$ cat src/logic/bus_matrix_pkg.sv
// shared constants of the bus matrix configuration block
package bus_matrix_pkg;
    // ==========================================
    // register map (byte addresses)
    localparam logic [7:0] CFG_OFF     = 8'h00;
    localparam logic [7:0] STATUS_OFF  = 8'h04;
    localparam logic [7:0] CLEAR_OFF   = 8'h08;
    localparam logic [7:0] ENABLE_OFF  = 8'h0c;
    // ==========================================
    // field layout of the configuration register
    localparam int ERR_POS  = 16;  // five error enables, 20:16
    localparam int WS_POS   = 6;   // data ram wait state
    localparam int ARB_POS  = 0;   // arbitration mode, 2:0
    localparam int ERR_LANE = 2;   // byte lane holding 20:16
    localparam int LOW_LANE = 0;   // byte lane holding 6 and 2:0
    localparam int NUM_INIT = 5;
    // initiator index within the error enables
    localparam int IDX_CPU_INSTR = 0;
    localparam int IDX_CPU_DATA  = 1;
    localparam int IDX_DMA       = 2;
    localparam int IDX_DEBUG     = 3;
    localparam int IDX_SHARED    = 4;
    // ==========================================
    // reset values
    localparam logic [4:0] ERR_EN_RST = 5'h1f;
    localparam logic       WS_RST     = 1'b1;
    localparam logic [2:0] ARB_RST    = 3'h1;
    localparam logic [4:0] IRQ_EN_RST = 5'h00;
    // arbitration codes
    localparam logic [2:0] ARB_MODE0  = 3'h0;
    localparam logic [2:0] ARB_MODE1  = 3'h1;
    localparam logic [2:0] ARB_MODE2  = 3'h2;
    // bus answers
    localparam logic [1:0] RESP_OKAY   = 2'h0;
    localparam logic [1:0] RESP_SLVERR = 2'h2;
endpackage

$ cat src/logic/bus_matrix_config.sv
// bus matrix configuration block with an axi4-lite register port
`timescale 1ns/1ps
module bus_matrix_config (
    input  wire logic       sys_clk,          // 40 mhz system clock
    input  wire logic       rst,              // synchronous, active high
    input  wire logic [7:0] s_axi_awaddr,     // write address
    input  wire logic       s_axi_awvalid,    // write address valid
    output logic            s_axi_awready,    // write address ready
    input  wire logic [31:0] s_axi_wdata,     // write data
    input  wire logic [3:0] s_axi_wstrb,      // byte enables
    input  wire logic       s_axi_wvalid,     // write data valid
    output logic            s_axi_wready,     // write data ready
    output logic [1:0]      s_axi_bresp,      // write response
    output logic            s_axi_bvalid,     // write response valid
    input  wire logic       s_axi_bready,     // write response ready
    input  wire logic [7:0] s_axi_araddr,     // read address
    input  wire logic       s_axi_arvalid,    // read address valid
    output logic            s_axi_arready,    // read address ready
    output logic [31:0]     s_axi_rdata,      // read data
    output logic [1:0]      s_axi_rresp,      // read response
    output logic            s_axi_rvalid,     // read data valid
    input  wire logic       s_axi_rready,     // read data ready
    input  wire logic [4:0] unmapped_req,     // one-cycle unmapped access per initiator
    input  wire logic       debug_mode,       // cpu in debug mode
    output logic [4:0]      bus_error,        // error pulse back to initiator
    output logic [4:0]      access_done,      // completion pulse per initiator
    input  wire logic       cpu_dram_req,     // cpu data ram access pulse
    output logic            cpu_dram_ack,     // access completes
    output logic [2:0]      arb_mode,         // arbitration mode to the matrix
    output logic            irq               // level interrupt
);
    // ==========================================
    // register state
    logic [4:0]  err_en_reg;
    logic        ws_reg;
    logic [4:0]  status_reg;
    logic [4:0]  irq_en_reg;
    logic [4:0]  status_next;
    logic [4:0]  clear_mask;
    logic [31:0] cfg_word;

    // ==========================================
    // write channel bookkeeping
    logic        aw_got_reg;
    logic        w_got_reg;
    logic [7:0]  awaddr_q;
    logic [31:0] wdata_q;
    logic [3:0]  wstrb_q;
    logic        aw_have;
    logic        w_have;
    logic        do_write;
    logic        aw_got_next;
    logic        w_got_next;
    logic        bvalid_next;
    logic [7:0]  waddr;
    logic [31:0] wdata;
    logic [3:0]  wstrb;
    logic        rvalid_next;
    logic        ws_pend_reg;

    // accept address and data in either order, answer once both are in
    always_comb begin
        aw_have     = aw_got_reg | (s_axi_awvalid & s_axi_awready);
        w_have      = w_got_reg | (s_axi_wvalid & s_axi_wready);
        do_write    = aw_have & w_have & ~s_axi_bvalid;
        aw_got_next = aw_have & ~do_write;
        w_got_next  = w_have & ~do_write;
        bvalid_next = do_write | (s_axi_bvalid & ~s_axi_bready);
        waddr       = aw_got_reg ? awaddr_q : s_axi_awaddr;
        wdata       = w_got_reg ? wdata_q : s_axi_wdata;
        wstrb       = w_got_reg ? wstrb_q : s_axi_wstrb;
        rvalid_next = (s_axi_arvalid & s_axi_arready) | (s_axi_rvalid & ~s_axi_rready);
    end

    // write handshake; ready drops while a beat is parked, so payload is never lost
    always_ff @(posedge sys_clk) begin
        if (rst) begin
            aw_got_reg    <= 1'b0;
            w_got_reg     <= 1'b0;
            awaddr_q      <= 8'h00;
            wdata_q       <= 32'h0;
            wstrb_q       <= 4'h0;
            s_axi_awready <= 1'b0;
            s_axi_wready  <= 1'b0;
            s_axi_bvalid  <= 1'b0;
            s_axi_bresp   <= bus_matrix_pkg::RESP_OKAY;
        end else begin
            aw_got_reg    <= aw_got_next;
            w_got_reg     <= w_got_next;
            s_axi_awready <= ~aw_got_next & ~bvalid_next;
            s_axi_wready  <= ~w_got_next & ~bvalid_next;
            s_axi_bvalid  <= bvalid_next;
            if (s_axi_awvalid && s_axi_awready) begin
                awaddr_q <= s_axi_awaddr;
            end
            if (s_axi_wvalid && s_axi_wready) begin
                wdata_q <= s_axi_wdata;
                wstrb_q <= s_axi_wstrb;
            end
            if (do_write) begin
                if (waddr == bus_matrix_pkg::CFG_OFF || waddr == bus_matrix_pkg::CLEAR_OFF
                    || waddr == bus_matrix_pkg::ENABLE_OFF) begin
                    s_axi_bresp <= bus_matrix_pkg::RESP_OKAY;
                end else begin
                    s_axi_bresp <= bus_matrix_pkg::RESP_SLVERR;
                end
            end
        end
    end

    // ==========================================
    // configuration register
    // only the implemented fields are stored, so other bits cannot take a write
    always_ff @(posedge sys_clk) begin
        if (rst) begin
            err_en_reg <= bus_matrix_pkg::ERR_EN_RST;
            ws_reg     <= bus_matrix_pkg::WS_RST;
            arb_mode   <= bus_matrix_pkg::ARB_RST;
        end else if (do_write && waddr == bus_matrix_pkg::CFG_OFF) begin
            if (wstrb[bus_matrix_pkg::ERR_LANE]) begin
                err_en_reg <= wdata[bus_matrix_pkg::ERR_POS +: 5];
            end
            if (wstrb[bus_matrix_pkg::LOW_LANE]) begin
                ws_reg   <= wdata[bus_matrix_pkg::WS_POS];
                arb_mode <= wdata[bus_matrix_pkg::ARB_POS +: 3];
            end
        end
    end

    assign cfg_word = (32'(err_en_reg) << bus_matrix_pkg::ERR_POS)
                    | (32'(ws_reg) << bus_matrix_pkg::WS_POS)
                    | (32'(arb_mode) << bus_matrix_pkg::ARB_POS);

    // ==========================================
    // interrupt status, clear and enable
    // a clear in the cycle of a new error leaves the bit set
    always_comb begin
        clear_mask = 5'h00;
        if (do_write && waddr == bus_matrix_pkg::CLEAR_OFF && wstrb[0]) begin
            clear_mask = wdata[4:0];
        end
        status_next = (status_reg & ~clear_mask) | bus_error;
    end

    always_ff @(posedge sys_clk) begin
        if (rst) begin
            status_reg <= 5'h00;
            irq_en_reg <= bus_matrix_pkg::IRQ_EN_RST;
            irq        <= 1'b0;
        end else begin
            status_reg <= status_next;
            if (do_write && waddr == bus_matrix_pkg::ENABLE_OFF && wstrb[0]) begin
                irq_en_reg <= wdata[4:0];
            end
            irq <= |(status_next & irq_en_reg);
        end
    end

    // ==========================================
    // read channel
    always_ff @(posedge sys_clk) begin
        if (rst) begin
            s_axi_arready <= 1'b0;
            s_axi_rvalid  <= 1'b0;
            s_axi_rdata   <= 32'h0;
            s_axi_rresp   <= bus_matrix_pkg::RESP_OKAY;
        end else begin
            s_axi_arready <= ~rvalid_next;
            s_axi_rvalid  <= rvalid_next;
            if (s_axi_arvalid && s_axi_arready) begin
                s_axi_rresp <= bus_matrix_pkg::RESP_OKAY;
                if (s_axi_araddr == bus_matrix_pkg::CFG_OFF) begin
                    s_axi_rdata <= cfg_word;
                end else if (s_axi_araddr == bus_matrix_pkg::STATUS_OFF) begin
                    s_axi_rdata <= {27'h0, status_reg};
                end else if (s_axi_araddr == bus_matrix_pkg::CLEAR_OFF) begin
                    s_axi_rdata <= 32'h0;
                end else if (s_axi_araddr == bus_matrix_pkg::ENABLE_OFF) begin
                    s_axi_rdata <= {27'h0, irq_en_reg};
                end else begin
                    s_axi_rdata <= 32'h0;
                    s_axi_rresp <= bus_matrix_pkg::RESP_SLVERR;
                end
            end
        end
    end

    // ==========================================
    // per-initiator error return
    // cpu checking is masked in debug mode so a debugger probe never traps the core
    genvar gi;
    for (gi = 0; gi < bus_matrix_pkg::NUM_INIT; gi++) begin : g_init
        logic gate;
        assign gate = err_en_reg[gi] & ~(debug_mode &&
                      (gi == bus_matrix_pkg::IDX_CPU_INSTR || gi == bus_matrix_pkg::IDX_CPU_DATA));
        always_ff @(posedge sys_clk) begin
            if (rst) begin
                bus_error[gi]   <= 1'b0;
                access_done[gi] <= 1'b0;
            end else begin
                bus_error[gi]   <= unmapped_req[gi] & gate;
                access_done[gi] <= unmapped_req[gi];
            end
        end
    end

    // ==========================================
    // data ram address setup wait state
    always_ff @(posedge sys_clk) begin
        if (rst) begin
            ws_pend_reg  <= 1'b0;
            cpu_dram_ack <= 1'b0;
        end else begin
            ws_pend_reg  <= cpu_dram_req & ws_reg;
            cpu_dram_ack <= (cpu_dram_req & ~ws_reg) | ws_pend_reg;
        end
    end
endmodule

$ cat config.mk
export PLATFORM = sky130hd
export DESIGN_NAME = bus_matrix_config
export DESIGN_NICKNAME = d
export VERILOG_FILES = /design/src/logic/bus_matrix_pkg.sv /design/src/logic/bus_matrix_config.sv
export SDC_FILE = /design/constraint.sdc
export NUM_CORES = 1
export LEC_CHECK = 0
export BUFFER_PORTS_ARGS = -buffer_cell sky130_fd_sc_hd__buf_4
export CAP_MARGIN = 20
export CORE_MARGIN = 2
export CORE_UTILIZATION = 30
export CTS_CLUSTER_SIZE = 14
export DETAILED_ROUTE_END_ITERATION = 16
export PLACE_DENSITY_LB_ADDON = 0.08
export SLEW_MARGIN = 10
export SYNTH_ARGS = -nofsm -noshare
export SYNTH_HDL_FRONTEND = slang
export SYNTH_SLANG_ARGS = --single-unit
$ cat constraint.sdc
create_clock -name sys_clk -period 2.12 [get_ports sys_clk]
set_input_delay 0.212 -clock sys_clk [delete_from_list [all_inputs] [get_ports sys_clk]]
set_output_delay 0.212 -clock sys_clk [all_outputs]
set_load 0.02 [all_outputs]
## Word level (Yosys, flattened, before mapping)

Cells that the tools add are included.

- Bits in registers: 107
- Bits of input ports: 66
- Output and inout bits: 56
- Logic and storage cells: 105

- Eq/ne operators: 5
- Muxes and demuxes: 13
- Bitwise gates (word level): 41
- Reductions and logical operators: 15

Operators by type and width:

| operator | count |
|---|---|
| 21-bit two-way mux | 2 |
| 8-bit by 4-bit equality test with 1-bit output (second input constant) | 4 |
| 21-bit by 3-bit bitwise OR with 21-bit output | 1 |
| 21-bit by 7-bit bitwise OR with 21-bit output | 1 |
| 1-bit bitwise AND | 20 |
| 5-bit two-way mux | 4 |
| 8-bit logical NOT | 2 |
| 5-bit bitwise AND | 2 |
| 2-bit two-way mux | 5 |
| 1-bit NOT | 10 |
| 8-bit by 3-bit equality test with 1-bit output (second input constant) | 1 |
| 1-bit logical AND | 8 |
| 8-bit two-way mux | 1 |
| 5-bit NOT | 1 |
| 1-bit bitwise OR | 5 |
| 5-bit bitwise OR | 1 |
| 5-bit OR reduction | 1 |
| 2-bit AND reduction | 2 |
| 3-bit two-way mux | 1 |
| 1-bit logical OR | 2 |

## Logic depth before layout (Yosys ltp)

- Depth in word-level cells: 12
- Mapped depth: 7
- Gate-level depth less buffers: 5

## Least setup slack after synthesis

No wires, ideal clock.

- Kind: flip-flop to flip-flop
- Start: register s_axi_awready
- End: register irq
- Library setup time: 0.136 ns
- Arrival: 1.678 ns
- Data required time: 1.984 ns
- Slack: 0.306 ns
- Stages on the path, launching flop included: 7
- Path buffers: 1
- Period minus slack after synthesis: 1.814 ns
- Path through: dfxtp_1 buf_2 a21oi_1 a211oi_2 nand3_1 o211ai_1 a41oi_1

- Word-level cells in the longest chain between the ends: 12

Ends and longest elaborated chain:

| what | RTL line | source |
|---|---|---|
| start: declaration | bus_matrix_config.sv:8 | `output logic s_axi_awready,` |
| start signal: assignment | bus_matrix_config.sv:90 | `s_axi_awready <= ~aw_got_next & ~bvalid_next;` |
| 1-bit bitwise AND | bus_matrix_config.sv:63 | `aw_have = aw_got_reg \| (s_axi_awvalid & s_axi_awready);` |
| 1-bit bitwise OR | bus_matrix_config.sv:63 |  |
| 1-bit bitwise AND (2 in a row) | bus_matrix_config.sv:65 | `do_write = aw_have & w_have & ~s_axi_bvalid;` |
| 1-bit logical AND (2 in a row) | bus_matrix_config.sv:139 | `if (do_write && waddr == bus_matrix_pkg::CLEAR_OFF && wstrb[0]) begin` |
| 5-bit two-way mux | bus_matrix_config.sv:139 |  |
| 5-bit NOT | bus_matrix_config.sv:142 | `status_next = (status_reg & ~clear_mask) \| bus_error;` |
| 5-bit bitwise AND | bus_matrix_config.sv:142 |  |
| 5-bit bitwise OR | bus_matrix_config.sv:142 |  |
| 5-bit bitwise AND | bus_matrix_config.sv:155 | `irq <= \|(status_next & irq_en_reg);` |
| 5-bit OR reduction | bus_matrix_config.sv:155 |  |
| end signal: assignment | bus_matrix_config.sv:155 |  |
| end: declaration | bus_matrix_config.sv:30 | `output logic irq` |

No other way between the ends.
A chain may end at the register's enable or synchronous reset.

## Final worst setup path

- Start: register awaddr_q[4]
- End: register irq

- Word-level cells in the longest chain between the ends: 10

Ends and longest elaborated chain:

| what | RTL line | source |
|---|---|---|
| start: declaration | bus_matrix_config.sv:46 | `logic [7:0] awaddr_q;` |
| start signal: assignment | bus_matrix_config.sv:94 | `awaddr_q <= s_axi_awaddr;` |
| 8-bit two-way mux | bus_matrix_config.sv:69 | `waddr = aw_got_reg ? awaddr_q : s_axi_awaddr;` |
| 8-bit by 4-bit equality test with 1-bit output | bus_matrix_config.sv:139 |  |
| 1-bit logical AND (2 in a row) | bus_matrix_config.sv:139 |  |
| 5-bit two-way mux | bus_matrix_config.sv:139 |  |
| 5-bit NOT | bus_matrix_config.sv:142 |  |
| 5-bit bitwise AND | bus_matrix_config.sv:142 |  |
| 5-bit bitwise OR | bus_matrix_config.sv:142 |  |
| 5-bit bitwise AND | bus_matrix_config.sv:155 |  |
| 5-bit OR reduction | bus_matrix_config.sv:155 |  |

No other way between the ends.

==> out/metrics.cfg <==
[critical_path]
r2r_slack_ns = 0.11
r2r-end = irq
crit_chain = or4b_1, o22ai_4, nand3_1, o211ai_1, a41oi_1
cp_max_fo = 7
crit_required_ns = 2.31
crit_path_start_kind = flip-flop
cp-end-kind = flip-flop
critPathBufInv = 0
crit_path_end = irq
setup.worst_path.start = awaddr_q[4]
crit_type = reg2reg
worst-r2r-cell-count = 5
arrival_ns = 2.21
crit_family = simple AND/OR/NAND/NOR gates
cp_slowest_cell = or4b_1
crit_cells = 5
r2r_start = awaddr_q[4]
critPathMaxStageDelay_ns = 0.57

[cts]
cts_tree = done
clkTransAtPathRegs_ns = 0.09
htree_levels = 3
post-cts-setup-buffers = 0
clock-root-buffer = clkbuf_8
cts_resized = 0
insertion_delay_ns = 0.35
clock_path_buffers = 2
hold_buffers = 0
cts-buffers-inserted = 9
clock_sinks = 73

[yosys]
synth-seq-area-share_pct = 45.5
post-synth-top-count-cell = dfxtp_1
synth-seq-cells = 73
postSynth.asyncResetShare_pct = 0
netlist_area_um2 = 3210
ys_top_cells_by_area = dfxtp_1, nand2_1, mux2i_1, buf_4, a21oi_1
ys_types = 44
synth_flop_cell = dfxtp_1
synth_largest_area_cell = dfxtp_1
avgSynthCellArea_um2 = 8.62
synth_top_area_share_pct = 45.5
synth_edf_count = 0
syn_inst = 373
yosys_warnings = 0
synthTopCellsByCount = dfxtp_1, nand2_1, a21oi_1

[timing]
fin_crit_sh_pct = 94.9
finalSetupViolations = 0
rsz0062_at_grt = false
report.final.slew_viol_count = 0
skew_ns = 0.0105
hold_viol = 0
tightest_slew_ns = 0.577
setup-tns-final_ns = 0
maxSlewHeadroom_pct = 61.5
hold_slack_ns = 0.0635
min_period_ns = 2.01
fmax_ghz = 0.497

[routing]
drtIter0Drc = 144
drt_pass1_iterations = 4
wl_um = 7830
drtAntennaViolNets = 0
num_vias = 2666
viasPerCell = 4.54
wl_per_cell_um = 13.3
drc = 0

[floorplanning]
rows = 37
start_util_pct = 31.0
fp.dieH_um = 108
die_w_um = 108
io_pins = 122
core_area_um2 = 10400
die_area_um2 = 11600

[pwr]
swShare_pct = 27.9
total_power_uw = 2990
internal_power_uw = 2160
pwr-share-clk_pct = 36.3
power_frac_comb_pct = 14.5
vdd_drop_max_uv = 286
switchingPower_uw = 835
leakagePower_uw = 0.00172
power_per_cell_area_nw_per_um2 = 749
seqPwrFrac_pct = 49.1

[finish]
layout-drive-gt1-share_pct = 24.6
biggestRegsByFlops = s_axi_rdata x11, wdata_q x11, awaddr_q x8
fin_nets = 512
design_area_um2 = 4000
area_growth_pct = 24.3
num_antenna_cells = 0
fillers = 1073

[min_path]
hold_class = in2reg
min_path_cells = 2

[global_route]
first_global_vias = 2508
grt_util_all_layers_pct = 14.1
gr-total-overflow = 0
grt_max_degree = 50
antenna_found_initial = 0
grt_pass1_wl_um = 12500

[place]
routabilityCongestion = 0.741
dpl.hpwl_um = 5780
portBuffers = 75
dpl_cell_area_um2 = 3800

[outcome]
outcome = finished clean

[job]
max-cap-violations = 0

[metrics by stage]
stage | setup WS, ns | instances | util [%]
floorplan | 0.306 | 395 | -
finish | 0.108 | 587 | 38.5
global route | 0.0193 | 587 | 38.5
global placement | 0.130 | 571 | 36.7
detailed placement | 0.0872 | 571 | 36.7
CTS | 0.0992 | 587 | 38.5
[cell type report]
cell class	instances	area [µm²]	share of cell area [%]
Clock buffer	10	128	3.19
Multi-Input combinational cell	269	1500	37.6
Clock inverter	6	67.6	1.69
Tap cell	136	170	4.26
Sequential cell	73	1460	36.6
Inverter	8	30.0	0.751
Timing Repair Buffer	85	638	16.0
[kinds of logic (layout without fill, tap and decap cells)]
logic type             Yosys count  after routing  share of synthesized area [%]
other                            1             23                          0.117
AND/OR/NAND/NOR                151            151                           22.8
multiplexers                    24             24                           7.55
flip-flops                      73             73                           45.5
AO/OA/AOI/OAI                   71             71                           13.7
buffers and inverters           53            109                           10.4
[metal layers]
| metal | wire, µm | track usage (%) |
|---|---|---|
| met4 | 79 | 3.30 |
| met3 | 408 | 5.08 |
| met5 | 0 | 0 |
| met1 | 3610 | 17.6 |
| met2 | 3730 | 23.1 |
[cell usage in the layout, fill, tap and decap left out, types with 3 or more instances in the layout]
| cell type | netlist | final |
|---|---|---|
| a21oi_1 | 37 | 37 |
| a22oi_1 | 4 | 4 |
| and2_1 | 4 | 4 |
| buf_4 | 27 | 85 |
| clkbuf_8 | 0 | 9 |
| conb_1 | 1 | 23 |
| dfxtp_1 | 73 | 73 |
| inv_1 | 8 | 8 |
| mux2i_1 | 22 | 22 |
| nand2_1 | 66 | 66 |
| nand3_1 | 16 | 16 |
| nand4_1 | 3 | 3 |
| nor2_1 | 25 | 25 |
| nor2b_1 | 7 | 7 |
| nor3_1 | 10 | 10 |
| nor3b_1 | 3 | 3 |
| o211ai_1 | 8 | 8 |
| o21ai_0 | 11 | 11 |
[worst min path at each step]
stage,startpoint,endpoint,slack (ns)
finish,rst,access_done[1],0.06
global route,rst,access_done[1],0.04
CTS,rst,access_done[1],0.05
detailed placement,rst,access_done[1],0.43
global placement,rst,access_done[1],0.42
floorplan,s_axi_wdata[16],wdata_q[16],0.35
[power by group through the flow]
stage,Clock (µW),Sequential (µW),Combinational (µW)
3_3_place_gp,0,1500,439
6_report,1090,1470,436
2_1_floorplan,0,1530,278
4_1_cts,1130,1470,443
5_1_grt,1200,1480,482
3_5_place_dp,0,1500,441
Note: power is estimated with default switching activity, not from simulation.
